$ cat src/core/tmr_pkg.sv
// shared constants, types and register map of the dual timer/counter
package tmr_pkg;

    // register indices; byte address is four times the index
    localparam logic [7:0] IDX_CTRL       = 8'h88;
    localparam logic [7:0] IDX_MODE       = 8'h89;
    localparam logic [7:0] IDX_T0_LO      = 8'h8a;
    localparam logic [7:0] IDX_T1_LO      = 8'h8b;
    localparam logic [7:0] IDX_T0_HI      = 8'h8c;
    localparam logic [7:0] IDX_T1_HI      = 8'h8d;
    localparam logic [7:0] IDX_IRQ_STATUS = 8'h90;
    localparam logic [7:0] IDX_IRQ_MASK   = 8'h91;

    // mode register fields
    localparam int MODE_TIMER1_PIN_GATING_BIT = 7;
    localparam int MODE_CT1_BIT   = 6;
    localparam int MODE_T1_LSB    = 4;
    localparam int MODE_TIMER0_PIN_GATING_BIT = 3;
    localparam int MODE_CT0_BIT   = 2;
    localparam int MODE_T0_LSB    = 0;

    // control register fields
    localparam int CTRL_TF1_BIT = 7;
    localparam int CTRL_TR1_BIT = 6;
    localparam int CTRL_TF0_BIT = 5;
    localparam int CTRL_TR0_BIT = 4;

    // interrupt status and mask fields
    localparam int IRQ_T0_BIT = 0;
    localparam int IRQ_T1_BIT = 1;

    // reset values
    localparam logic [7:0] MODE_RST  = 8'h00;
    localparam logic [7:0] COUNT_RST = 8'h00;
    localparam logic [1:0] IRQ_RST   = 2'h0;

    // bus geometry and prescaler width
    localparam int ADDR_W_MIN = 10;
    localparam int PRESCALE_W = 5;

    typedef enum logic [1:0] {
        MODE_PRESCALED = 2'b00,
        MODE_CASCADED  = 2'b01,
        MODE_RELOAD    = 2'b10,
        MODE_SPLIT     = 2'b11
    } mode_e;

    typedef struct packed {
        logic [7:0] hi;
        logic [7:0] lo;
    } count_s;

    typedef struct packed {
        count_s cnt;
        logic   ovf;
    } step_s;

    typedef struct packed {
        logic gate_pin;
        logic event_pin;
    } pins_s;

    typedef struct packed {
        logic [7:0]  mode;
        logic        tf1;
        logic        tr1;
        logic        tf0;
        logic        tr0;
        count_s      t0;
        count_s      t1;
        logic        ev0;
        logic        ev1;
        logic [1:0]  irq_stat;
        logic [1:0]  irq_mask;
        logic        irq;
        logic        rd_pend;
        logic        wr_pend;
        logic [7:0]  idx;
        logic        hready;
        logic        hresp;
        logic [31:0] hrdata;
    } state_s;

endpackage : tmr_pkg
$ cat src/core/dual_timer.sv
// dual 16-bit timer/counter with mode control, overflow flags and AHB-Lite registers
//
// Overview of operation
// - timer 1 gate needs pin high and run
// - timer 1 source: core clock or pin events
// - timer 1 mode 0: 5-bit prescaler feeds high
// - timer 1 mode 1: 16-bit cascade, no prescaler
// - timer 1 mode 2: low reloads from high
// - timer 1 mode 3: count held
// - timer 0 gate needs pin high and run
// - timer 0 source: core clock or pin events
// - timer 0 mode 0: 5-bit prescaler feeds high
// - timer 0 mode 1: 16-bit cascade, no prescaler
// - timer 0 mode 2: low reloads from high
// - timer 0 mode 3: split, high uses timer 1 run
// - timer 1 flag set on overflow, on timer 0 high overflow instead in timer 0 mode 3; cleared at vector
// - timer 1 run bit starts and stops it
// - timer 0 flag set on overflow, cleared at vector
// - timer 0 run bit starts and stops it
// - timer mode advances every core clock
// - counter advances on sampled high-to-low edge
//
// Added by the designer: the AHB-Lite slave port.
`timescale 1ns/1ps

module dual_timer
#(
    parameter int ADDR_W = 10
)
(
    // clock, reset, enable
    input  wire logic                        CLK,
    input  wire logic                        RST,
    input  wire logic                        CE,
    // ahb-lite slave
    input  wire logic                        HSEL,
    input  wire logic [ADDR_W-1:0]           HADDR,
    input  wire logic [1:0]                  HTRANS,
    input  wire logic                        HWRITE,
    input  wire logic [2:0]                  HSIZE,
    input  wire logic [31:0]                 HWDATA,
    input  wire logic                        HREADY,
    output logic                             HREADYOUT,
    output logic                             HRESP,
    output logic [31:0]                      HRDATA,
    // timer pins
    input  wire tmr_pkg::pins_s              TIMER0_PINS,
    input  wire tmr_pkg::pins_s              TIMER1_PINS,
    // core vector acknowledge, one pulse per taken interrupt
    input  wire logic                        VEC0_ACK,
    input  wire logic                        VEC1_ACK,
    // flags and interrupt
    output logic                             TF0_FLAG,
    output logic                             TF1_FLAG,
    output logic                             IRQ
);
    import tmr_pkg::*;

    if (ADDR_W < ADDR_W_MIN)
    begin : g_addr_check
        $error("ADDR_W too small for the register map");
    end

    if (ADDR_W > 32)
    begin : g_addr_max
        $error("ADDR_W wider than the bus address");
    end

    if (PRESCALE_W >= 8)
    begin : g_prescale_check
        $error("prescaler must be narrower than the low byte");
    end

    if (IRQ_T0_BIT == IRQ_T1_BIT)
    begin : g_irq_bits_check
        $error("the two interrupt status bits must differ");
    end

    state_s s_q;
    state_s s_d;

    // one count step of a timer in the non-split modes
    function automatic step_s count_step(input mode_e m, input count_s c, input logic inc);
        step_s r;
        r.cnt = c;
        r.ovf = 1'b0;
        if (inc)
        begin
            unique case (m)
                MODE_PRESCALED:
                begin
                    r.cnt.lo[PRESCALE_W-1:0] = c.lo[PRESCALE_W-1:0] + 5'h01;
                    if (&c.lo[PRESCALE_W-1:0])
                    begin
                        r.cnt.hi = c.hi + 8'h01;
                        r.ovf    = &c.hi;
                    end
                end
                MODE_CASCADED:
                begin
                    r.cnt = count_s'({c.hi, c.lo} + 16'h0001);
                    r.ovf = &{c.hi, c.lo};
                end
                MODE_RELOAD:
                begin
                    r.cnt.lo = (&c.lo) ? c.hi : c.lo + 8'h01;
                    r.ovf    = &c.lo;
                end
                MODE_SPLIT:
                begin
                    r.cnt = c;
                end
            endcase
        end
        return r;
    endfunction : count_step

    // run bit, qualified by the gate pin only when gating is selected
    function automatic logic run_enable(input logic run, input logic gate, input logic pin);
        return run & (~gate | pin);
    endfunction : run_enable

    // a high sample followed by a low sample is one counted event
    function automatic logic fall_seen(input logic prev, input logic now);
        return prev & ~now;
    endfunction : fall_seen

    // timers step every enabled cycle, counters only on a seen fall
    function automatic logic count_inc(input logic en, input logic counter, input logic fall);
        return en & (counter ? fall : 1'b1);
    endfunction : count_inc

    // eight-bit up count; the top bit is the carry out of the byte
    function automatic logic [8:0] byte_step(input logic [7:0] b, input logic inc);
        return {1'b0, b} + {8'h00, inc};
    endfunction : byte_step

    // two-bit mode field of one timer
    function automatic mode_e mode_field(input logic [7:0] mode, input int lsb);
        return mode_e'(mode[lsb +: 2]);
    endfunction : mode_field

    // an address phase is taken when selected, ready and NONSEQ or SEQ
    function automatic logic bus_take(input logic sel, input logic rdy, input logic [1:0] tr);
        return sel & rdy & tr[1];
    endfunction : bus_take

    // level interrupt: any status bit that is also unmasked
    function automatic logic irq_level(input logic [1:0] stat, input logic [1:0] mask);
        return |(stat & mask);
    endfunction : irq_level

    // register read view; unmapped indices read as zero
    function automatic logic [31:0] read_word(input state_s s);
        logic [31:0] w;
        w = 32'h00000000;
        unique case (s.idx)
            IDX_CTRL:
            begin
                w = {24'h000000, s.tf1, s.tr1, s.tf0, s.tr0, 4'h0};
            end
            IDX_MODE:
            begin
                w = {24'h000000, s.mode};
            end
            IDX_T0_LO:
            begin
                w = {24'h000000, s.t0.lo};
            end
            IDX_T1_LO:
            begin
                w = {24'h000000, s.t1.lo};
            end
            IDX_T0_HI:
            begin
                w = {24'h000000, s.t0.hi};
            end
            IDX_T1_HI:
            begin
                w = {24'h000000, s.t1.hi};
            end
            IDX_IRQ_STATUS:
            begin
                w = {30'h00000000, s.irq_stat};
            end
            IDX_IRQ_MASK:
            begin
                w = {30'h00000000, s.irq_mask};
            end
            default:
            begin
                w = 32'h00000000;
            end
        endcase
        return w;
    endfunction : read_word

    mode_e       m0;
    mode_e       m1;
    logic        timer0_pin_gating;
    logic        timer1_pin_gating;
    logic        csel0;
    logic        csel1;
    logic        edge0;
    logic        edge1;
    logic        en0;
    logic        en1;
    logic        inc0;
    logic        inc1;
    step_s       st0;
    step_s       st1;
    logic        ovf0;
    logic        ovf1;
    logic        aphase;
    logic        wr_hit;
    logic [31:0] rd_word;

    always_comb
    begin
        s_d = s_q;
        m0  = mode_field(s_q.mode, MODE_T0_LSB);
        m1  = mode_field(s_q.mode, MODE_T1_LSB);

        // mode register fields of each timer
        timer0_pin_gating = s_q.mode[MODE_TIMER0_PIN_GATING_BIT];
        timer1_pin_gating = s_q.mode[MODE_TIMER1_PIN_GATING_BIT];
        csel0 = s_q.mode[MODE_CT0_BIT];
        csel1 = s_q.mode[MODE_CT1_BIT];

        // pin sampling; a fall between two samples is one event
        s_d.ev0 = TIMER0_PINS.event_pin;
        s_d.ev1 = TIMER1_PINS.event_pin;
        edge0   = fall_seen(s_q.ev0, TIMER0_PINS.event_pin);
        edge1   = fall_seen(s_q.ev1, TIMER1_PINS.event_pin);

        en0  = run_enable(s_q.tr0, timer0_pin_gating, TIMER0_PINS.gate_pin);
        en1  = run_enable(s_q.tr1, timer1_pin_gating, TIMER1_PINS.gate_pin);
        inc0 = count_inc(en0, csel0, edge0);
        inc1 = count_inc(en1, csel1, edge1);

        st0 = count_step(m0, s_q.t0, inc0);
        st1 = count_step(m1, s_q.t1, inc1);
        if (m0 == MODE_SPLIT)
        begin
            // low byte on timer 0 controls, high byte as a plain timer on timer 1 run
            {ovf0, st0.cnt.lo} = byte_step(s_q.t0.lo, inc0);
            {ovf1, st0.cnt.hi} = byte_step(s_q.t0.hi, s_q.tr1);
        end
        else
        begin
            ovf0 = st0.ovf;
            ovf1 = st1.ovf;
        end
        s_d.t0 = st0.cnt;
        s_d.t1 = st1.cnt;

        // bus address phase
        aphase = bus_take(HSEL, HREADY, HTRANS);
        s_d.wr_pend = 1'b0;
        if (aphase)
        begin
            s_d.idx     = HADDR[9:2];
            s_d.wr_pend = HWRITE;
            if (!HWRITE)
            begin
                s_d.rd_pend = 1'b1;
                s_d.hready  = 1'b0;
            end
        end

        // write data phase; software data overrides the count of this cycle
        wr_hit = s_q.wr_pend;
        if (wr_hit)
        begin
            unique case (s_q.idx)
                IDX_CTRL:
                begin
                    s_d.tr1 = HWDATA[CTRL_TR1_BIT];
                    s_d.tr0 = HWDATA[CTRL_TR0_BIT];
                    s_d.tf1 = HWDATA[CTRL_TF1_BIT];
                    s_d.tf0 = HWDATA[CTRL_TF0_BIT];
                end
                IDX_MODE:
                begin
                    s_d.mode = HWDATA[7:0];
                end
                IDX_T0_LO:
                begin
                    s_d.t0.lo = HWDATA[7:0];
                end
                IDX_T1_LO:
                begin
                    s_d.t1.lo = HWDATA[7:0];
                end
                IDX_T0_HI:
                begin
                    s_d.t0.hi = HWDATA[7:0];
                end
                IDX_T1_HI:
                begin
                    s_d.t1.hi = HWDATA[7:0];
                end
                IDX_IRQ_STATUS:
                begin
                    s_d.irq_stat = s_q.irq_stat & ~HWDATA[1:0];
                end
                IDX_IRQ_MASK:
                begin
                    s_d.irq_mask = HWDATA[1:0];
                end
                default:
                begin
                    s_d.idx = s_d.idx;
                end
            endcase
        end

        // flags: vector clears, an overflow in the same cycle wins
        if (VEC0_ACK)
        begin
            s_d.tf0 = 1'b0;
        end
        if (VEC1_ACK)
        begin
            s_d.tf1 = 1'b0;
        end
        if (ovf0)
        begin
            s_d.tf0 = 1'b1;
        end
        if (ovf1)
        begin
            s_d.tf1 = 1'b1;
        end
        s_d.irq_stat[IRQ_T0_BIT] = s_d.irq_stat[IRQ_T0_BIT] | ovf0;
        s_d.irq_stat[IRQ_T1_BIT] = s_d.irq_stat[IRQ_T1_BIT] | ovf1;
        s_d.irq = irq_level(s_d.irq_stat, s_d.irq_mask);

        // read data phase, one wait state so a preceding write is seen
        rd_word = read_word(s_q);
        if (s_q.rd_pend)
        begin
            s_d.hrdata  = rd_word;
            s_d.hready  = 1'b1;
            s_d.rd_pend = 1'b0;
        end
        s_d.hresp = 1'b0;
    end

    always_ff @(posedge CLK or posedge RST)
    begin
        if (RST)
        begin
            s_q          <= '0;
            s_q.mode     <= MODE_RST;
            s_q.t0       <= {COUNT_RST, COUNT_RST};
            s_q.t1       <= {COUNT_RST, COUNT_RST};
            s_q.irq_stat <= IRQ_RST;
            s_q.irq_mask <= IRQ_RST;
            s_q.hready   <= 1'b1;
        end
        else if (CE)
        begin
            s_q <= s_d;
        end
    end

    assign HREADYOUT = s_q.hready;
    assign HRESP     = s_q.hresp;
    assign HRDATA    = s_q.hrdata;
    assign TF0_FLAG  = s_q.tf0;
    assign TF1_FLAG  = s_q.tf1;
    assign IRQ       = s_q.irq;

endmodule : dual_timer

$ cat config.mk
export PLATFORM = sky130hd
export DESIGN_NAME = dual_timer
export DESIGN_NICKNAME = d
export VERILOG_FILES = /design/src/core/tmr_pkg.sv /design/src/core/dual_timer.sv
export SDC_FILE = /design/constraint.sdc
export NUM_CORES = 1
export LEC_CHECK = 0
export ABC_AREA = 0
export BUFFER_PORTS_ARGS = -buffer_cell sky130_fd_sc_hd__buf_2
export CAP_MARGIN = 20
export CORE_MARGIN = 5
export CORE_UTILIZATION = 49
export DETAILED_ROUTE_END_ITERATION = 7
export GPL_TIMING_DRIVEN = 0
export MAX_ROUTING_LAYER = met4
export PLACE_DENSITY = 0.71
export SLEW_MARGIN = 20
export SYNTH_ARGS = -nofsm -noshare
export SYNTH_HDL_FRONTEND = slang
export SYNTH_SLANG_ARGS = --single-unit
export TNS_END_PERCENT = 5
$ cat constraint.sdc
create_clock -name CLK -period 3.9 [get_ports CLK]
set_input_delay 0.78 -clock CLK [delete_from_list [all_inputs] [get_ports CLK]]
set_output_delay 0.78 -clock CLK [all_outputs]
set_load 0.01 [all_outputs]
[After elaboration in Yosys (flattened, before gate mapping)]
Index checks and enable logic that the tools add are counted.
Storage, ports and cells
  latch bits: 0
  bits of input ports: 59
  logic and storage cells: 126
  memories kept: 0
  memory bits (writable): 0
  bits in read-only memories: 0
  bits in registers: 94
  output and inout bits: 37
Operators by class
  multipliers: 0
  bitwise logic cells: 19
  reduce and logical (&&, ||, !) cells: 23
  shift operators: 0
  add/subtract/negate cells: 10
  magnitude comparators: 0
  multiplexer cells: 40
  equal/unequal tests: 15
  div/mod/pow operators: 0
Operators with widths (count)
  equality test 8 bit (second input constant): 8
  2-to-1 mux 8 bit: 8
  one-hot mux 8 bit (8 select lines): 1
  2-to-1 mux 36 bit: 1
  2-to-1 mux 17 bit: 2
  adder 16 x 1 -> 16 bit (second input constant): 2
  adder 8 x 1 -> 8 bit (second input constant): 4
  one-hot mux 8 bit (2 select lines): 2
  AND reduction 16 bit: 2
  AND reduction 8 bit: 4
  one-hot mux 5 bit (4 select lines): 1
  adder 8 x 1 -> 9 bit: 2
  2-to-1 mux 16 bit: 1
  one-hot mux 5 bit (3 select lines): 1
  AND reduction 3 bit: 5
  2-to-1 mux 1 bit: 14
  one-hot mux 3 bit (2 select lines): 2
  nonzero test 3 bit: 4
  2-to-1 mux 11 bit: 1
  adder 5 x 1 -> 5 bit (second input constant): 2
  AND reduction 5 bit: 2
  bitwise AND 1 bit: 8
  equality test 2 bit (second input constant): 4
  2-to-1 mux 4 bit: 2
  12 further kinds: 24

[Depth between registers and ports, before layout]
  word-level depth: 10
  gate-level depth with buffers: 11
  gate-level depth less buffers: 10

[Worst setup path after synthesis]
OpenSTA, ideal clock, no wires.
  kind: input-to-reg
  start: input port TIMER0_PINS[0] (netlist name)
  end: register s_q[73] (netlist name)
  stages: 10
  required time: 3.763 ns
  path slack: 1.508 ns
  arrival: 2.255 ns
  buffers on the path: 0
  path through: nor2b_1 -> o211ai_2 -> inv_2 -> ha_1 -> ha_1 -> nand4_1 -> nor2_1 -> a211o_1 -> a32oi_1 -> a21oi_1
On the way
  cells in the longest elaborated chain, start to end: 8
  elaborated cells between the ends (all ways): 9
  those cells by class: add/sub: 1; mux: 5; bitwise: 3
Ends and longest elaborated chain
  from (decl): line dual_timer.sv:47  | input wire tmr_pkg::pins_s TIMER0_PINS,
  NOT 1 bit *: line dual_timer.sv:125  | return prev & ~now;
  bitwise AND 1 bit *: line dual_timer.sv:125
  2-to-1 mux 1 bit *: line dual_timer.sv:130  | return en & (counter ? fall : 1'b1);
  bitwise AND 1 bit *: line dual_timer.sv:130
  adder 8 x 1 -> 9 bit or 2-to-1 mux 17 bit (tied branches): line dual_timer.sv:135, dual_timer.sv:87
  2-to-1 mux 16 bit *: line dual_timer.sv:243  | if (m0 == MODE_SPLIT)
  2-to-1 mux 8 bit: line dual_timer.sv:275  | unique case (s_q.idx)
  2-to-1 mux 36 bit *: line dual_timer.sv:273  | if (wr_hit)
  to (decl): line dual_timer.sv:79  | state_s s_q;
Mark *: on every way between the ends. The rest lies on a longest branch, timed or not. The select of a mux whose other input is x is not followed.
A chain may end at the register's enable or synchronous reset.

[Worst setup path after layout]
  start: register s_q[67] (netlist name)
  end: register s_q (netlist bit IRQ)
On the way
  cells in the longest elaborated chain, start to end: 8
  elaborated cells between the ends (all ways): 11
  those cells by class: add/sub: 1; mux: 4; bitwise: 2; reduce/logical: 4
Ends and longest elaborated chain
  AND reduction 5 bit: line dual_timer.sv:93  | if (&c.lo[PRESCALE_W-1:0])
  2-to-1 mux 1 bit: line dual_timer.sv:93
  one-hot mux 1 bit (3 select lines): line dual_timer.sv:89  | unique case (m)
  2-to-1 mux 17 bit: line dual_timer.sv:87  | if (inc)
  2-to-1 mux 1 bit *: line dual_timer.sv:243
  bitwise OR 1 bit *: line dual_timer.sv:335  | s_d.irq_stat[IRQ_T0_BIT] = s_d.irq_stat[IRQ_T0_BIT] | ovf0;
  bitwise AND 2 bit *: line dual_timer.sv:150  | return |(stat & mask);
  OR reduction 2 bit *: line dual_timer.sv:150
Mark *: on every way between the ends. The rest lies on a longest branch, timed or not.

==> metrics.md <==
| Metric | Value |
|---|---|
| Largest net degree at the start of global routing | 37 |
| Wire per inst | 22.44 um |
| Final Hold Fails | 0 |
| CTS sink cnt | 70 |
| Count of cells resized by post-cts repair | 0 |
| Gate power share | 0.351 |
| Final worst-path cycle share | 0.7716 |
| Cell Pwr Density | approximately 420 nW/um2 |
| Sequential share of the synthesized area | 0.2873 |
| Clk buf depth | 2 |
| Top FF cell, synth | dfrtp_1 |
| Site Rows | 40 |
| Synthesized area | roughly 6100 um2 |
| Synthesis-stage register bit count | 70 |
| Remaining antenna violation count | 0 |
| Vias in the first global route | approximately 6000 |
| Worst-case clock skew | just under 0.006 ns |
| Synthesized instance count | 740 |
| Setup crit end kind | flop |
| Maximum vdd drop | between 0.2 and 0.25 mV |
| First-pass GRT wire length | between 30000 and 40000 um |
| Congestion Overflow GR | 0 |
| Drt first-iter violations | between 800 and 900 |
| Final min period | ~3 ns |
| Post-CTS setup buffers | 0 |
| I/O pin count | 96 |
| TritonCTS clock tree | built |
| Core Area | 12110 um2 |
| Post-Syn Area per Cell | around 8 um2 |
| Worst R2R Path Depth | 10 |
| Die Area | ~15000 um2 |
| Met3 Usage GRT | 0.04875 |
| Max Transition Viols Final | 0 |
| Sw Share | 0.3809 |
| Hpwl dp | around 16000 um |
| Unrepaired setup endpoints after global routing | false |
| Synthesis Warnings | 0 |
| Post-route setup TNS | 0 ns |
| Max Cap Violations | 0 |
| Crit Path Class | flop to flop |
| GR met1 Demand/Resource | 0.4044 |
| Layout Utilization | 0.5741 |
| DR pass1 iterations | 6 |
| Initial antenna violation count | 0 |
| Outcome | finished, final reports clean |
| Leak | 3.002 nW |
| Distinct cells, synth | 85 |
| RR Endpoint | IRQ |
| Worst EP required | ~4.2 ns |
| FMAX | about 330 MHz |
| Fin nets | about 900 |
| Diode count | 0 |
| All-Layer GR Usage | 0.3119 |
| Share of power burned in registers | 0.328 |
| CTS Hold Bufs | 0 |
| GR Layer Usage met2 | 0.4708 |
| Via count | approximately 6300 |
| Placed cell count | 973 |
| Clock slew seen by the registers of the worst setup and hold paths | roughly 0.06 ns |
| TritonCTS Buffers | 9 |
| CP Launch Point | s_q[67] |
| Worst setup SP type | flop |
| Ranking of synthesized cells by area | dfrtp_1 28%, buf_4 4.8%, o21ai_0 4.4% |
| Top cell type's share of synthesized area | 0.2830 |
| Worst-margin pin slew | about 0.95 ns |
| Clock root cell | clkbuf_16 |
| Die Width | 121.6 um |
| Htree depth | 3 |
| Worst Hold Class | input pin to async pin |
| Top Usage Layer GRT | met2 |
| Post-synth EDFFs | 0 |
| Slew headroom | 0.3617 |
| Synth-to-layout area growth | 13.94% |
| Post-synth ARST share | 1.000 |
| Clock power frac | 0.321 |
| Flop-to-flop setup slack | 0.89 ns |
| Fin cells | 989 |
| Power Total | just under 3 mW |
| Share of cells above drive strength 1 | 0.1961 |
| Endpoints failing setup | 0 |
| Post-route DRC | 0 |
| Worst Path Arrival | between 3 and 4 ns |
| Final WL | 22190 um |
| RD Place Congestion | 1.020 |
| Leading area contributor after synthesis | dfrtp_1 |
| Initial Utilization | 0.5038 |
| Fin Hold WS | roughly 0.46 ns |
| Worst skew pair latency | 0.35 ns |
| Crit-path max FO | 9 |
| Port Buf Inserts | 40 |
| P_sw | around 1.1 mW |
| Internal power | roughly 1.8 mW |
| Via density | 6.363 |
| Die span in y | approximately 120 um |
| R2r startpoint | s_q[67] |
cell usage after synthesis, types with 4 or more instances:
library cell	n
nand2_1	68
nor2b_1	7
dfrtp_1	69
inv_1	29
a22o_1	4
and3_1	14
mux2_2	18
a31oi_1	14
a221oi_1	8
clkbuf_1	31
o31ai_1	4
xnor2_1	9
o22ai_1	11
ha_1	20
clkbuf_8	5
a311oi_1	5
nand3_1	33
nor3_1	26
a211oi_1	8
buf_2	9
o221ai_1	5
nor4_1	5
o2bb2ai_1	4
mux4_2	4
a21oi_1	49
buf_4	39
nor2_1	49
nand2b_1	7
a32oi_1	4
o211ai_1	6
mux2i_1	14
and4_1	5
a21o_1	4
xor2_1	6
nand4_1	18
o21ai_0	54
cells by family after synthesis:
logic type,after synthesis,share of synthesized area
adders and majority gates,20,0.04101
muxes,36,0.07094
xor gates and xnor gates,15,0.02153
DFF,70,0.2873
buffers and inverters,121,0.1161
AOI/OAI and AO/OA,223,0.2502
and+or+nand+nor,254,0.2124
other,1,0.0006145
registers in the layout, indices dropped and copies added, names as in the netlist:
register and cells:
IRQ 1, HREADYOUT 1, wr_hit 1, HRDATA 8, m0 2, s_q 51, csel1 1, m1 2
TF0_FLAG 1, csel0 1, TF1_FLAG 1
placed cells by master (no fill, tap or decap), types with 4 or more instances in the layout:
cell type and instances:
a211oi_1 8, a21o_1 4, a21oi_1 49, a221oi_1 8
a22o_1 4, a311oi_1 5, a31oi_1 14, a32oi_1 4
and3_1 14, and4_1 5, buf_2 49, buf_4 39
clkbuf_1 31, clkbuf_16 9, clkbuf_8 5, conb_1 25
dfrtp_1 69, ha_1 20, inv_1 28, mux2_2 18
mux2i_1 14, mux4_2 4, nand2_1 68, nand2b_1 7
nand3_1 33, nand4_1 18, nor2_1 49, nor2b_1 7
nor3_1 26, nor4_1 5, o211ai_1 6, o21ai_0 54
o221ai_1 5, o22ai_1 11, o2bb2ai_1 4, o31ai_1 4
xnor2_1 9, xor2_1 6
per-layer routing:
metal,vias to the layer above,part of all wire
met4,0,0.048
met3,93,0.10
met1,2955,0.39
met2,409,0.46
li1,2836,-
met5,-,0
worst max-delay path by stage:
stage | endpoint | slack (ns) | cells after the start
floorplan | HRDATA[0] | 1.35 | 1
global placement | s_q[79] | 0.26 | 2
detailed placement | IRQ | 0.81 | 11
CTS | IRQ | 1.01 | 10
global route | IRQ | 0.82 | 10
finish | IRQ | 0.89 | 10
per-stage QoR:
stage / area [um2] / setup slack, ns
floorplan: 6192 / 1.353
global placement: 6603 / 0.2577
detailed placement: 6625 / 0.8105
CTS: 6953 / 1.015
global route: 6953 / 0.8153
finish: 6953 / 0.8907
worst max-delay path, stage by stage, from the launching register on:
cell and delay, ns:
dfrtp_1 0.56, ha_1 0.24, and3_1 0.19, buf_2 0.18
ha_1 0.16, clkbuf_1 0.35, nand2_1 0.21, o32ai_1 0.52
a211oi_1 0.14, o221ai_1 0.24, o21a_1 0.16
power by group through the flow:
stage                     clock network, mW  registers, mW  logic [mW]
after floorplan                           0          0.917       0.738
after global placement                    0          0.953       0.969
after detailed placement                  0          0.958       0.994
after CTS                             0.937          0.945       0.998
after global routing                  0.971          0.963        1.11
final                                 0.933          0.952        1.02
layout make-up:
class / instances / area [um2]
multi-input combinational: 573 / 3731
clock inverter: 7 / 102.6
tap: 168 / 210.2
buffer: 91 / 595.6
clock buffer: 9 / 225.2
inverter: 30 / 115.1
fill: 1158 / 5159
timing repair buffer: 41 / 220.2
sequential: 70 / 1753
No activity file was read; power rests on OpenSTA's default activity.
